--- config.mk ---
export PLATFORM = sky130hd
export DESIGN_NAME = intc_top
export DESIGN_NICKNAME = d
export VERILOG_FILES = /design/src/intc_pkg.sv /design/src/intc_prio_pick.sv /design/src/intc_top.sv
export SDC_FILE = /design/constraint.sdc
export NUM_CORES = 1
export LEC_CHECK = 0
export BUFFER_PORTS_ARGS = -buffer_cell sky130_fd_sc_hd__buf_2
export CAP_MARGIN = 40
export CORE_UTILIZATION = 54
export DETAILED_ROUTE_END_ITERATION = 6
export GPL_ROUTABILITY_DRIVEN = 0
export PLACE_DENSITY = 0.86
export REMOVE_ABC_BUFFERS = 1
export SLEW_MARGIN = 20
export SYNTH_ARGS = -nofsm -noshare
export SYNTH_HDL_FRONTEND = slang
export SYNTH_SLANG_ARGS = --single-unit
--- constraint.sdc ---
create_clock -name clk -period 2.5 [get_ports clk]
set_clock_uncertainty 0.15 [all_clocks]
set_input_delay 0.5 -clock clk [delete_from_list [all_inputs] [get_ports clk]]
set_output_delay 0.5 -clock clk [all_outputs]
set_load 0.01 [all_outputs]
--- src/intc_pkg.sv ---
// Register map, field positions and encodings for the interrupt controller
package intc_pkg;
  localparam int ADDR_W = 8;
  localparam int DATA_W = 8;
  localparam int NUM_REQ = 6;
  // Register offsets
  localparam logic [7:0] OFF_PRIORITY = 8'h09;
  localparam logic [7:0] OFF_MASK = 8'h0b;
  localparam logic [7:0] OFF_SUPPLY = 8'h0c;
  localparam logic [7:0] OFF_REQUEST = 8'h0a;
  // Mask register fields
  localparam int MASK_MASTER = 7;
  localparam int MASK_RSVD = 6;
  // Supply monitor fields
  localparam int SUP_ON = 0;
  localparam int SUP_LOW = 1;
  localparam int SUP_PAD = 2;
  localparam logic [7:0] SUP_RSVD_READ = 8'hf8;
  // Priority register fields
  localparam int PRI_A = 5;
  localparam int PRI_B = 2;
  localparam int PRI_C = 1;
  localparam int PRI_G2 = 4;
  localparam int PRI_G1 = 3;
  localparam int PRI_G0 = 0;
  // Group order codes
  localparam logic [2:0] ORD_CAB = 3'h1;
  localparam logic [2:0] ORD_ABC = 3'h2;
  localparam logic [2:0] ORD_ACB = 3'h3;
  localparam logic [2:0] ORD_BCA = 3'h4;
  localparam logic [2:0] ORD_CBA = 3'h5;
  localparam logic [2:0] ORD_BAC = 3'h6;
  // Request indices
  localparam int RQ_TIMER1 = 5;
  localparam logic [7:0] ZERO8 = 8'h00;
  localparam logic [5:0] ZERO6 = 6'h00;
endpackage

--- src/intc_prio_pick.sv ---
// Combinational priority resolver over the six pending requests
`timescale 1ns/10ps
`default_nettype none
module intc_prio_pick (
  // Inputs
  input wire logic [5:0] active,
  input wire logic [7:0] prio,
  // Result
  output logic found,
  output logic [2:0] index
);
  import intc_pkg::*;

  logic [2:0] win_a, win_b, win_c, g1, g2, g3;
  logic has_a, has_b, has_c;

  // Winner inside each pair
  always_comb begin
    win_a = prio[PRI_A] ? 3'h3 : 3'h5;
    if (prio[PRI_A] ? !active[3] : !active[5])
      win_a = prio[PRI_A] ? 3'h5 : 3'h3;
    win_b = prio[PRI_B] ? 3'h0 : 3'h2;
    if (prio[PRI_B] ? !active[0] : !active[2])
      win_b = prio[PRI_B] ? 3'h2 : 3'h0;
    win_c = prio[PRI_C] ? 3'h4 : 3'h1;
    if (prio[PRI_C] ? !active[4] : !active[1])
      win_c = prio[PRI_C] ? 3'h1 : 3'h4;
    has_a = active[3] | active[5];
    has_b = active[0] | active[2];
    has_c = active[1] | active[4];
  end

  // Group order, reserved codes select nothing
  always_comb begin
    found = 1'b0;
    index = 3'h0;
    g1 = 3'h0;
    g2 = 3'h0;
    g3 = 3'h0;
    case ({prio[PRI_G2], prio[PRI_G1], prio[PRI_G0]})
      ORD_CAB: begin g1 = 3'h2; g2 = 3'h0; g3 = 3'h1; end
      ORD_ABC: begin g1 = 3'h0; g2 = 3'h1; g3 = 3'h2; end
      ORD_ACB: begin g1 = 3'h0; g2 = 3'h2; g3 = 3'h1; end
      ORD_BCA: begin g1 = 3'h1; g2 = 3'h2; g3 = 3'h0; end
      ORD_CBA: begin g1 = 3'h2; g2 = 3'h1; g3 = 3'h0; end
      ORD_BAC: begin g1 = 3'h1; g2 = 3'h0; g3 = 3'h2; end
      default: begin g1 = 3'h7; g2 = 3'h7; g3 = 3'h7; end
    endcase
    for (int k = 0; k < 3; k++) begin
      logic [2:0] g;
      g = (k == 0) ? g3 : ((k == 1) ? g2 : g1);
      if (g == 3'h0 && has_a) begin found = 1'b1; index = win_a; end
      if (g == 3'h1 && has_b) begin found = 1'b1; index = win_b; end
      if (g == 3'h2 && has_c) begin found = 1'b1; index = win_c; end
    end
  end
endmodule
`default_nettype wire

--- src/intc_top.sv ---
// Interrupt mask, priority and request logic with supply monitor flags
`timescale 1ns/10ps
`default_nettype none
// Functional notes
// - Low supply sets readable status flag
// - Supply bit 1 shows low flag, read-only
// - Bit 2 pad status; write clears it
// - Bit 0 enables monitor, owns request 5
// - Six requests, each maskable and prioritised
// - Master bit 7 gates all recognition
// - Mask bits 5..0 enable requests; reset zero
// - Service clears master; return sets it
// - Priority register write-only, reset zero
// - Three request pairs A, B, C
// - Bits 5,2,1 order within pairs
// - Bits 4,3,0 order the groups
// - Priority bits 7,6 ignored
// - Source request sets its request bit
// - Request bits locked until first enable
module intc_top (
  // Clock and reset
  input wire logic clk,
  input wire logic rst,
  // Register port
  input wire logic [intc_pkg::ADDR_W-1:0] addr,
  input wire logic [intc_pkg::DATA_W-1:0] wdata,
  input wire logic wr,
  input wire logic rd,
  output logic [intc_pkg::DATA_W-1:0] rdata,
  // Core instruction events
  input wire logic enable_interrupts_instr,
  input wire logic disable_interrupts_instr,
  input wire logic interrupt_return_instr,
  input wire logic service_ack,
  // Request sources
  input wire logic [5:0] source_req,
  input wire logic timer1_req,
  input wire logic low_voltage_pin,
  input wire logic pad_unregulated_pin,
  // Vector to core
  output logic vector_valid,
  output logic [2:0] vector_index
);
  import intc_pkg::*;

  logic [7:0] mask_q, mask_d;
  logic [7:0] prio_q, prio_d;
  logic [5:0] request_q, request_d;
  logic unlocked_q, unlocked_d;
  logic mon_on_q, mon_on_d;
  logic low_q, low_d;
  logic pad_q, pad_d;
  logic [7:0] rdata_q, rdata_d;
  logic vvalid_q, vvalid_d;
  logic [2:0] vindex_q, vindex_d;
  logic [1:0] lv_sync_q, pad_sync_q;
  logic [5:0] src_eff, enabled;
  logic found;
  logic [2:0] pick;

  // Pin synchronisers
  always_ff @(posedge clk or posedge rst) begin
    if (rst) begin
      lv_sync_q <= 2'h0;
      pad_sync_q <= 2'h0;
    end else begin
      lv_sync_q <= {lv_sync_q[0], low_voltage_pin};
      pad_sync_q <= {pad_sync_q[0], pad_unregulated_pin};
    end
  end

  // Source routing, request 5 owned by monitor when on
  always_comb begin
    src_eff = source_req;
    src_eff[RQ_TIMER1] = mon_on_q ? low_q : (source_req[RQ_TIMER1] |
                                             timer1_req);
    enabled = request_q & mask_q[5:0];
  end

  intc_prio_pick u_pick (
    .active(enabled),
    .prio(prio_q),
    .found(found),
    .index(pick)
  );

  // Next state of all registers except the pin synchronisers
  always_comb begin
    mask_d = mask_q;
    prio_d = prio_q;
    request_d = request_q;
    unlocked_d = unlocked_q;
    mon_on_d = mon_on_q;
    low_d = low_q;
    pad_d = pad_q;
    rdata_d = ZERO8;
    vvalid_d = 1'b0;
    vindex_d = vindex_q;
    // Software writes
    if (wr) begin
      case (addr)
        OFF_MASK: mask_d = {mask_q[MASK_MASTER], 1'b0, wdata[5:0]};
        OFF_PRIORITY: prio_d = {2'h0, wdata[5:0]};
        OFF_SUPPLY: begin
          mon_on_d = wdata[SUP_ON];
          pad_d = 1'b0;
        end
        OFF_REQUEST: if (unlocked_q) request_d = wdata[5:0];
        default: ;
      endcase
    end
    // Supply monitor flags, set wins over clear
    low_d = mon_on_q & lv_sync_q[1];
    if (pad_sync_q[1]) pad_d = 1'b1;
    // Instruction effects on master enable
    if (enable_interrupts_instr) begin
      mask_d[MASK_MASTER] = 1'b1;
      unlocked_d = 1'b1;
    end
    if (disable_interrupts_instr) mask_d[MASK_MASTER] = 1'b0;
    if (interrupt_return_instr) mask_d[MASK_MASTER] = 1'b1;
    // Service entry clears master and the serviced bit
    if (service_ack && vvalid_q) begin
      mask_d[MASK_MASTER] = 1'b0;
      request_d[vindex_q] = 1'b0;
    end
    // Source requests set bits once unlocked
    if (unlocked_q) request_d = request_d | src_eff;
    // Vector selection
    if (mask_q[MASK_MASTER] && found && !(service_ack && vvalid_q)) begin
      vvalid_d = 1'b1;
      vindex_d = pick;
    end
    // Read data
    if (rd) begin
      case (addr)
        OFF_MASK: rdata_d = mask_q | (8'h01 << MASK_RSVD);
        OFF_SUPPLY: rdata_d = SUP_RSVD_READ | {5'h00, pad_q, low_q, mon_on_q};
        OFF_REQUEST: rdata_d = {2'h0, request_q};
        default: rdata_d = ZERO8;
      endcase
    end
  end

  // State registers
  always_ff @(posedge clk or posedge rst) begin
    if (rst) begin
      mask_q <= ZERO8;
      prio_q <= ZERO8;
      request_q <= ZERO6;
      unlocked_q <= 1'b0;
      mon_on_q <= 1'b0;
      low_q <= 1'b0;
      pad_q <= 1'b0;
      rdata_q <= ZERO8;
      vvalid_q <= 1'b0;
      vindex_q <= 3'h0;
    end else begin
      mask_q <= mask_d;
      prio_q <= prio_d;
      request_q <= request_d;
      unlocked_q <= unlocked_d;
      mon_on_q <= mon_on_d;
      low_q <= low_d;
      pad_q <= pad_d;
      rdata_q <= rdata_d;
      vvalid_q <= vvalid_d;
      vindex_q <= vindex_d;
    end
  end

  assign rdata = rdata_q;
  assign vector_valid = vvalid_q;
  assign vector_index = vindex_q;

  // Checks
  AST_MASTER_GATE: assert property (@(posedge clk) disable iff (rst)
    vector_valid |-> $past(mask_q[MASK_MASTER]))
    else $error("vector raised with master off");
  AST_LOCKED: assert property (@(posedge clk) disable iff (rst)
    !unlocked_q |-> request_q == ZERO6)
    else $error("request bits set before enable");
  AST_SERVICE_CLR: assert property (@(posedge clk) disable iff (rst)
    (service_ack && vector_valid && !interrupt_return_instr &&
     !enable_interrupts_instr) |=> !mask_q[MASK_MASTER])
    else $error("master not cleared on service");
  AST_RETURN_SET: assert property (@(posedge clk) disable iff (rst)
    (interrupt_return_instr && !service_ack && !disable_interrupts_instr)
    |=> mask_q[MASK_MASTER])
    else $error("master not set by return");
  AST_PRIO_RSVD: assert property (@(posedge clk) disable iff (rst)
    prio_q[7:6] == 2'h0)
    else $error("reserved priority bits stored");
  AST_LOW_FLAG: assert property (@(posedge clk) disable iff (rst)
    !mon_on_q |=> !low_q)
    else $error("low flag set with monitor off");
  AST_PAD_CLR: assert property (@(posedge clk) disable iff (rst)
    (wr && addr == OFF_SUPPLY && !pad_sync_q[1]) |=> !pad_q)
    else $error("pad flag not cleared by write");
  AST_VEC_EN: assert property (@(posedge clk) disable iff (rst)
    vector_valid |-> $past(enabled[pick]))
    else $error("vector to disabled request");

  // Register port checks
  AST_RDATA_IDLE: assert property (@(posedge clk) disable iff (rst)
    !rd |=> rdata == ZERO8)
    else $error("read data not zero outside a read");
  AST_PRIO_WO: assert property (@(posedge clk) disable iff (rst)
    (rd && addr == OFF_PRIORITY) |=> rdata == ZERO8)
    else $error("priority register read back");
  AST_PRIO_WR: assert property (@(posedge clk) disable iff (rst)
    (wr && addr == OFF_PRIORITY) |=>
    prio_q[NUM_REQ-1:0] == $past(wdata[NUM_REQ-1:0]))
    else $error("priority write not stored");
  AST_MASK_WR: assert property (@(posedge clk) disable iff (rst)
    (wr && addr == OFF_MASK) |=>
    mask_q[NUM_REQ-1:0] == $past(wdata[NUM_REQ-1:0]))
    else $error("mask enables not stored");
  AST_MASK_RSVD_RD: assert property (@(posedge clk) disable iff (rst)
    (rd && addr == OFF_MASK) |=> rdata[MASK_RSVD])
    else $error("mask reserved bit not read as one");
  AST_SUP_RSVD_RD: assert property (@(posedge clk) disable iff (rst)
    (rd && addr == OFF_SUPPLY) |=>
    (rdata & SUP_RSVD_READ) == SUP_RSVD_READ)
    else $error("supply reserved bits not read as ones");
  AST_LOW_RD: assert property (@(posedge clk) disable iff (rst)
    (rd && addr == OFF_SUPPLY) |=> rdata[SUP_LOW] == $past(low_q))
    else $error("low flag not shown on read");
  AST_PAD_RD: assert property (@(posedge clk) disable iff (rst)
    (rd && addr == OFF_SUPPLY) |=> rdata[SUP_PAD] == $past(pad_q))
    else $error("pad flag not shown on read");

  // Master enable and request unlock checks
  AST_MASTER_WR: assert property (@(posedge clk) disable iff (rst)
    (wr && addr == OFF_MASK && !enable_interrupts_instr &&
     !disable_interrupts_instr && !interrupt_return_instr &&
     !(service_ack && vector_valid)) |=> $stable(mask_q[MASK_MASTER]))
    else $error("master bit changed by register write");
  AST_DI_CLR: assert property (@(posedge clk) disable iff (rst)
    (disable_interrupts_instr && !interrupt_return_instr) |=>
    !mask_q[MASK_MASTER])
    else $error("master not cleared by disable");
  AST_EI_SET: assert property (@(posedge clk) disable iff (rst)
    (enable_interrupts_instr && !disable_interrupts_instr &&
     !(service_ack && vector_valid)) |=> mask_q[MASK_MASTER])
    else $error("master not set by enable");
  AST_UNLOCK: assert property (@(posedge clk) disable iff (rst)
    enable_interrupts_instr |=> unlocked_q)
    else $error("request register not unlocked by enable");

  // Supply monitor checks
  AST_MON_WR: assert property (@(posedge clk) disable iff (rst)
    (wr && addr == OFF_SUPPLY) |=> mon_on_q == $past(wdata[SUP_ON]))
    else $error("monitor enable not stored");
  AST_LOW_SET: assert property (@(posedge clk) disable iff (rst)
    (mon_on_q && lv_sync_q[1]) |=> low_q)
    else $error("low flag not set by low supply");
  AST_PAD_SET: assert property (@(posedge clk) disable iff (rst)
    pad_sync_q[1] |=> pad_q)
    else $error("pad flag not set by unregulated pad");
  AST_REQ5_OWN: assert property (@(posedge clk) disable iff (rst)
    (mon_on_q && unlocked_q && low_q) |=> request_q[RQ_TIMER1])
    else $error("low supply did not raise request 5");
  AST_T1_BLOCK: assert property (@(posedge clk) disable iff (rst)
    (mon_on_q && !low_q && !request_q[RQ_TIMER1] &&
     !(wr && addr == OFF_REQUEST)) |=> !request_q[RQ_TIMER1])
    else $error("request 5 raised with monitor on");

  // Request and vector checks
  for (genvar k = 0; k < NUM_REQ; k++) begin : g_src
    AST_SRC_SET: assert property (@(posedge clk) disable iff (rst)
      (unlocked_q && src_eff[k]) |=> request_q[k])
      else $error("source request did not set its bit");
  end
  AST_REQ_CLR: assert property (@(posedge clk) disable iff (rst)
    (service_ack && vector_valid && !src_eff[vector_index]) |=>
    !request_q[$past(vector_index)])
    else $error("serviced request bit not cleared");
  AST_VEC_NEXT: assert property (@(posedge clk) disable iff (rst)
    (mask_q[MASK_MASTER] && found && !(service_ack && vector_valid))
    |=> vector_valid)
    else $error("pending enabled request not vectored");
  AST_NO_VEC: assert property (@(posedge clk) disable iff (rst)
    !found |=> !vector_valid)
    else $error("vector raised with nothing enabled");
  AST_VEC_DROP: assert property (@(posedge clk) disable iff (rst)
    (service_ack && vector_valid) |=> !vector_valid)
    else $error("vector held after service entry");
  AST_RSVD_GROUP: assert property (@(posedge clk) disable iff (rst)
    (prio_q[PRI_G2] == prio_q[PRI_G1] && prio_q[PRI_G1] == prio_q[PRI_G0])
    |-> !found)
    else $error("reserved group order selected a request");
  AST_PAIR_A: assert property (@(posedge clk) disable iff (rst)
    (found && enabled[3] && enabled[5] && (pick == 3'h3 || pick == 3'h5))
    |-> pick == (prio_q[PRI_A] ? 3'h3 : 3'h5))
    else $error("wrong member of pair A chosen");
  AST_PAIR_B: assert property (@(posedge clk) disable iff (rst)
    (found && enabled[0] && enabled[2] && (pick == 3'h0 || pick == 3'h2))
    |-> pick == (prio_q[PRI_B] ? 3'h0 : 3'h2))
    else $error("wrong member of pair B chosen");
  AST_PAIR_C: assert property (@(posedge clk) disable iff (rst)
    (found && enabled[1] && enabled[4] && (pick == 3'h1 || pick == 3'h4))
    |-> pick == (prio_q[PRI_C] ? 3'h4 : 3'h1))
    else $error("wrong member of pair C chosen");
endmodule
`default_nettype wire

* Word-level counts from Yosys, hierarchy flattened
Index checks and enable logic that the tools add are counted.
** Word-level totals
- Flip-flop bits (word level) :: 39
- Output and inout port bits :: 12
- Word-level logic and storage cells :: 132
** Operators by class
- $lt $le $gt $ge :: 2
- Eq/ne operators :: 16
- Mux-type cells :: 53
- Bitwise operators :: 9
- Reductions and logical operators :: 39
** Operators by type and width (number)
- 2-to-1 mux 3 bit :: 16
- 2-to-1 mux 6 bit :: 6
- == test 8 x 4 -> 1 bit (second input constant) :: 4
- case mux 3 bit (3 select lines) :: 3
- case mux 8 bit (3 select lines) :: 1
- 2-to-1 mux 1 bit :: 22
- OR reduction 2 bit :: 9
- 2-to-1 mux 8 bit :: 2
- == test 3 x 2 -> 1 bit (second input constant) :: 5
- logical AND 1 bit :: 13
- bitwise AND 6 bit :: 2
- == test 3 x 1 -> 1 bit (second input constant) :: 4
- == test 3 bit (second input constant) :: 3
- zero test 3 bit :: 3
- AND reduction 2 bit :: 4
- zero test 1 bit :: 7
- inverter 6 bit :: 1
- OR 6 bit :: 1
- < comparator 3 x 4 -> 1 bit (second input constant) :: 1
- 2-to-1 mux 2 bit :: 2
- OR 1 bit :: 4
- nonzero test 2 bit :: 2
- nonzero test 4 bit :: 1
- demux 1 bit (select 3 bit) :: 1
- 2 further kinds :: 2

* Depth between registers and ports, before layout
- Depth in word-level cells :: 17
- Mapped depth :: 9
- Gate-level depth less buffers :: 7

* By module
Synthesis repeated with hierarchy kept, for this count alone.
** Unflattened totals
- Cells, all modules :: 219
- Area total of the unflattened synthesis :: 2188.3 um2
** By module, submodules not included
- intc_top :: times used 1, cells each 147, area each 1692.9 um2, sequential area each 975.9 um2
- intc_prio_pick :: times used 1, cells each 72, area each 495.5 um2, sequential area each 0.0 um2

* Least setup slack after synthesis
No wires, ideal clock.
- Kind :: reg2reg
- Start :: register prio_q[0]
- End :: register vindex_q[0], in the netlist vector_index[0]
- Library setup time :: 0.104 ns
- Arrival :: 1.969 ns
- Required time :: 2.246 ns
- Path slack :: 0.277 ns
- Cell stages (with the launch flop) :: 10
- Path buffers :: 2
- Cells stage by stage :: dfrtp_1 -> buf_4 -> inv_1 -> ha_1 -> buf_2 -> nor3b_1 -> a22oi_1 -> o22a_1 -> and2_4 -> o41ai_2
** Between the ends
- Longest elaborated chain between the ends :: 16
- Elaborated cells between the ends (all ways) :: 56
** Ends and longest elaborated chain
- from (decl) :: RTL line intc_top.sv:47 : logic [7:0] prio_q, prio_d;
- from (signal assigned) :: RTL line intc_top.sv:160 : prio_q <= prio_d;
- == test 3 x 2 -> 1 bit (tied with other cells) :: RTL line intc_prio_pick.sv:40 : case ({prio[PRI_G2], prio[PRI_G1], prio[PRI_G0]})
- OR reduction 2 bit (no line)
- case mux 3 bit (3 select lines) :: RTL line intc_prio_pick.sv:40
- zero test 3 bit :: RTL line intc_prio_pick.sv:52 : if (g == 3'h0 && has_a) begin found = 1'b1; index = win_a; end
- logical AND 1 bit :: RTL line intc_prio_pick.sv:52
- 2-to-1 mux 1 bit :: RTL line intc_prio_pick.sv:52
- 2-to-1 mux 1 bit :: RTL line intc_prio_pick.sv:53 : if (g == 3'h1 && has_b) begin found = 1'b1; index = win_b; end
- 2-to-1 mux 1 bit :: RTL line intc_prio_pick.sv:54 : if (g == 3'h2 && has_c) begin found = 1'b1; index = win_c; end
- 2-to-1 mux 1 bit :: RTL line intc_prio_pick.sv:52
- 2-to-1 mux 1 bit :: RTL line intc_prio_pick.sv:53
- 2-to-1 mux 1 bit :: RTL line intc_prio_pick.sv:54
- 2-to-1 mux 1 bit :: RTL line intc_prio_pick.sv:52
- 2-to-1 mux 1 bit :: RTL line intc_prio_pick.sv:53
- 2-to-1 mux 1 bit :: RTL line intc_prio_pick.sv:54
- logical AND 1 bit (2 in a row) :: RTL line intc_top.sv:130 : if (mask_q[MASK_MASTER] && found && !(service_ack && vvalid_q)) begin
- to (signal assigned) :: RTL line intc_top.sv:168 : vindex_q <= vindex_d;
- to (decl) :: RTL line intc_top.sv:55 : logic [2:0] vindex_q, vindex_d;
Several ways; a longest one is shown, not always the timed one.
A chain may end at the register's enable or synchronous reset.

* Worst setup path in the final report
Same ends and word-level chain as after synthesis.

==> summary.md <==
| Metric | Value |
|---|---|
| DR iter-0 viols | `220` |
| Combinational share of power | `a little under an eighth` |
| Synth Flop Type | `dfrtp_1` |
| Power share of the clock group | `about 40%` |
| TritonCTS clock tree | `built` |
| Final Util | `68.2%` |
| Crit path DAT | `between 2 and 2.5 ns` |
| DRT Pass-1 Iters | `5` |
| Crit-path max cell delay | `about 0.45 ns` |
| Clock Path Buffers | `2` |
| Maximum fanout along the worst path | `12` |
| Fmax | `around 0.43 GHz` |
| Worst-Margin Slew | `~0.47 ns` |
| Post-cts sizing count | `0` |
| Vias in the first global route | `roughly 1800` |
| Slew HR | `68.4%` |
| Port-buffer cells | `42` |
| Largest net degree at the start of global routing | `40` |
| Static Leakage | `between 1 and 1.5 nW` |
| Asr flop ratio synth | `100%` |
| Clock sink total | `39` |
| Row cnt | `22` |
| Clk pin slew, worst setup/hold paths | `0.08 ns` |
| Status | `finished clean` |
| Initial core utilization | `about three fifths` |
| Net Sw Frac | `a little under a quarter` |
| Antenna cells | `0` |
| Setup crit end kind | `register` |
| Post-synthesis sequential area ratio | `44.5%` |
| I/O pins | `45` |
| HP Class | `in2async` |
| Core Box Area | `between 3000 and 4000 µm²` |
| Hold slack | `0.147 ns` |
| Synth Register Bits | `39` |
| Share of post-route cells with drive strength above 1 | `31.4%` |
| Mapped Area | `approximately 2200 µm²` |
| Seq pwr share | `between 40 and 50%` |
| Wirelength per Cell | `16.8 µm` |
| Vias/cell | `between 6 and 7` |
| Pins over their slew limit | `0` |
| First-pass GRT wire length | `8520 µm` |
| Sw Pwr | `between 300 and 400 µW` |
| Die height | `roughly 66 µm` |
| Synthesized area per cell | `roughly 10 µm²` |
| Worst EP required | `roughly 2.5 ns` |
| Max_cap viols | `0` |
| Post-CTS setup buffer count | `0` |
| ANT nets after route | `0` |
| WS Path Type | `reg2reg` |
| Final nets | `292` |
| Min Clock Period, post-route | `2.31 ns` |
| Endpoints failing hold | `0` |
| CP max-delay cell | `ha_1` |
| Antenna violations before repair | `0` |
| # DRC | `0` |
| Total number of yosys warnings | `0` |
| EDFF count, synth | `0` |
| Die area | `about 4300 µm²` |
| CP Cell Sequence | `inv_1, ha_1, nor3b_1, o21ai_0, nand4_2, and2_4, o41ai_2` |
| Area Overhead vs Synth | `17.3%` |
| H-tree levels | `2` |
| Setup TNS | `0 ns` |
| RSZ-0062 raised after global routing | `no` |
| CTS root buf | `clkbuf_8` |
| Global route overflow | `0` |
| HPWL Detailed | `a little under 4000 µm` |
| Later-pin clock latency in the skew report | `approximately 0.30 ns` |
| Overall power | `1.36 mW` |
| DR vias | `between 1500 and 2000` |
| Yosys cell types | `between 60 and 70` |
| Worst vdd ir | `between 0.5 and 0.6 mV` |
| Cells after synthesis | `approximately 210` |
| CP Launch Type | `register` |
| Global Route Usage Sum | `between 20% and 30%` |
| Die width | `~66 µm` |
| Hold_buf cts | `0` |
| Pwr/cell area | `between 500 and 600 nW/µm²` |
| P_int | `roughly 1.0 mW` |
| Final period util | `between 90 and 100%` |
| Drt total wl | `just over 5000 µm` |
| Setup violators final | `0` |
| Total CTS buffers | `5` |
==> flip-flops by register name, summed over array words and instances (netlist names) <==
| signal | flops |
|---|---|
| rdata | 8 |
| mon_on_q | 1 |
| lv_sync_q | 2 |
| vector_index | 3 |
| vector_valid | 1 |
| request_q | 6 |
| prio_q | 6 |
| pad_q | 1 |
| pad_sync_q | 2 |
| low_q | 1 |
| unlocked_q | 1 |
| mask_q | 7 |
==> power groups by stage <==
stage	logic, mW	clock network (mW)	registers (mW)
4_1_cts	0.153	0.551	0.665
3_3_place_gp	0.147	0	0.676
5_1_grt	0.170	0.576	0.667
3_5_place_dp	0.152	0	0.677
2_1_floorplan	0.0896	0	0.675
6_report	0.154	0.545	0.665
==> final timing paths <==
kind                                startpoint         endpoint  slack (ns)  cells after the start
min in group clk           pad_unregulated_pin    pad_sync_q[0]        0.16                      1
max                                  prio_q[0]  vector_index[0]        0.19                      7
max in group asynchronous                  rst  vector_index[2]        1.72                      3
max reg2reg                          prio_q[0]  vector_index[0]        0.19                      7
min reg2reg                      pad_sync_q[0]    pad_sync_q[1]        0.21                      0
min                                        rst     lv_sync_q[0]        0.15                      3
==> cells in the final DEF (no fill, tap or decap), drive strengths merged, types with 3 or more instances in the layout <==
cell and n:
clkbuf 6, nand3 11, nor3 5, and2 5, a221oi 5, a22o 3, inv 6, o21a 3
a222oi 3, mux2 14, o21ai 10, nor2b 6, nand2b 4, nand3b 3, dfrtp 39, and3 3
nor3b 3, buf 48, a21oi 4, mux2i 6, a22oi 3, nor2 12, nand2 15
==> per-stage QoR <==
step / setup slack (ns) / cell area, µm² / instances
2_1_floorplan: 0.251 / 2140 / 202
3_3_place_gp: 0.313 / 2450 / 298
3_5_place_dp: 0.243 / 2450 / 298
4_1_cts: 0.198 / 2570 / 306
5_1_grt: 0.0190 / 2570 / 306
6_report: 0.192 / 2570 / 306
==> synth_stat cells (all sizes together), types with 2 or more instances <==
library cell | instances | area (µm²)
a211oi | 2 | 20.0
a21oi | 4 | 20.0
a221oi | 5 | 43.8
a222oi | 3 | 30.0
a22o | 3 | 27.5
a22oi | 3 | 27.5
a311oi | 2 | 23.8
a31oi | 2 | 12.5
a32o | 2 | 20.0
a32oi | 2 | 17.5
and2 | 5 | 33.8
and3 | 3 | 18.8
buf | 6 | 41.3
clkbuf | 3 | 12.5
dfrtp | 39 | 976
ha | 2 | 25.0
inv | 6 | 22.5
mux2 | 14 | 158
mux2i | 6 | 60.1
nand2 | 15 | 58.8
nand2b | 4 | 25.0
nand3 | 11 | 55.1
nand3b | 3 | 22.5
nand4 | 2 | 18.8
nor2 | 12 | 45.0
nor2b | 6 | 37.5
nor3 | 5 | 25.0
nor3b | 3 | 22.5
nor4 | 2 | 12.5
o21a | 3 | 22.5
o21ai | 10 | 50.1
==> routing by layer <==
layer / GRT usage, % / share of wire, % / up-vias / wire [µm]
li1: - / - / 899 / -
met1: 34.9 / 44 / 915 / 2270
met2: 43.5 / 48 / 77 / 2470
met3: 5.56 / 5.4 / 15 / 279
met4: 11.4 / 2.5 / 0 / 129
met5: 0 / 0 / - / 0
==> layout make-up <==
class / instances / area (µm²)
clock inverter: 2 / 35.0
fill: 289 / 1200
timing repair buffer: 48 / 255
tap: 48 / 60.1
inverter: 6 / 22.5
sequential: 39 / 976
clock buffer: 6 / 82.6
multi-input combinational: 157 / 1140
==> worst max-delay path: cells and delay by family (launching register included) <==
family / cells / cell delay [ns]
simple gates: 3 / 0.63
buf+inv: 1 / 0.06
fa+ha+maj: 1 / 0.45
flops: 1 / 0.35
compound gates: 2 / 0.55
==> cells by family after synthesis <==
group / synth area share [%]
and+or+nand+nor: 20.3
DFF: 44.5
muxes: 9.93
AOI/OAI and AO/OA: 20.3
buffers and inverters: 3.48
adders and majority gates: 1.14
xor gates and xnor gates: 0.399
Note: power is estimated with default switching activity, not from simulation.
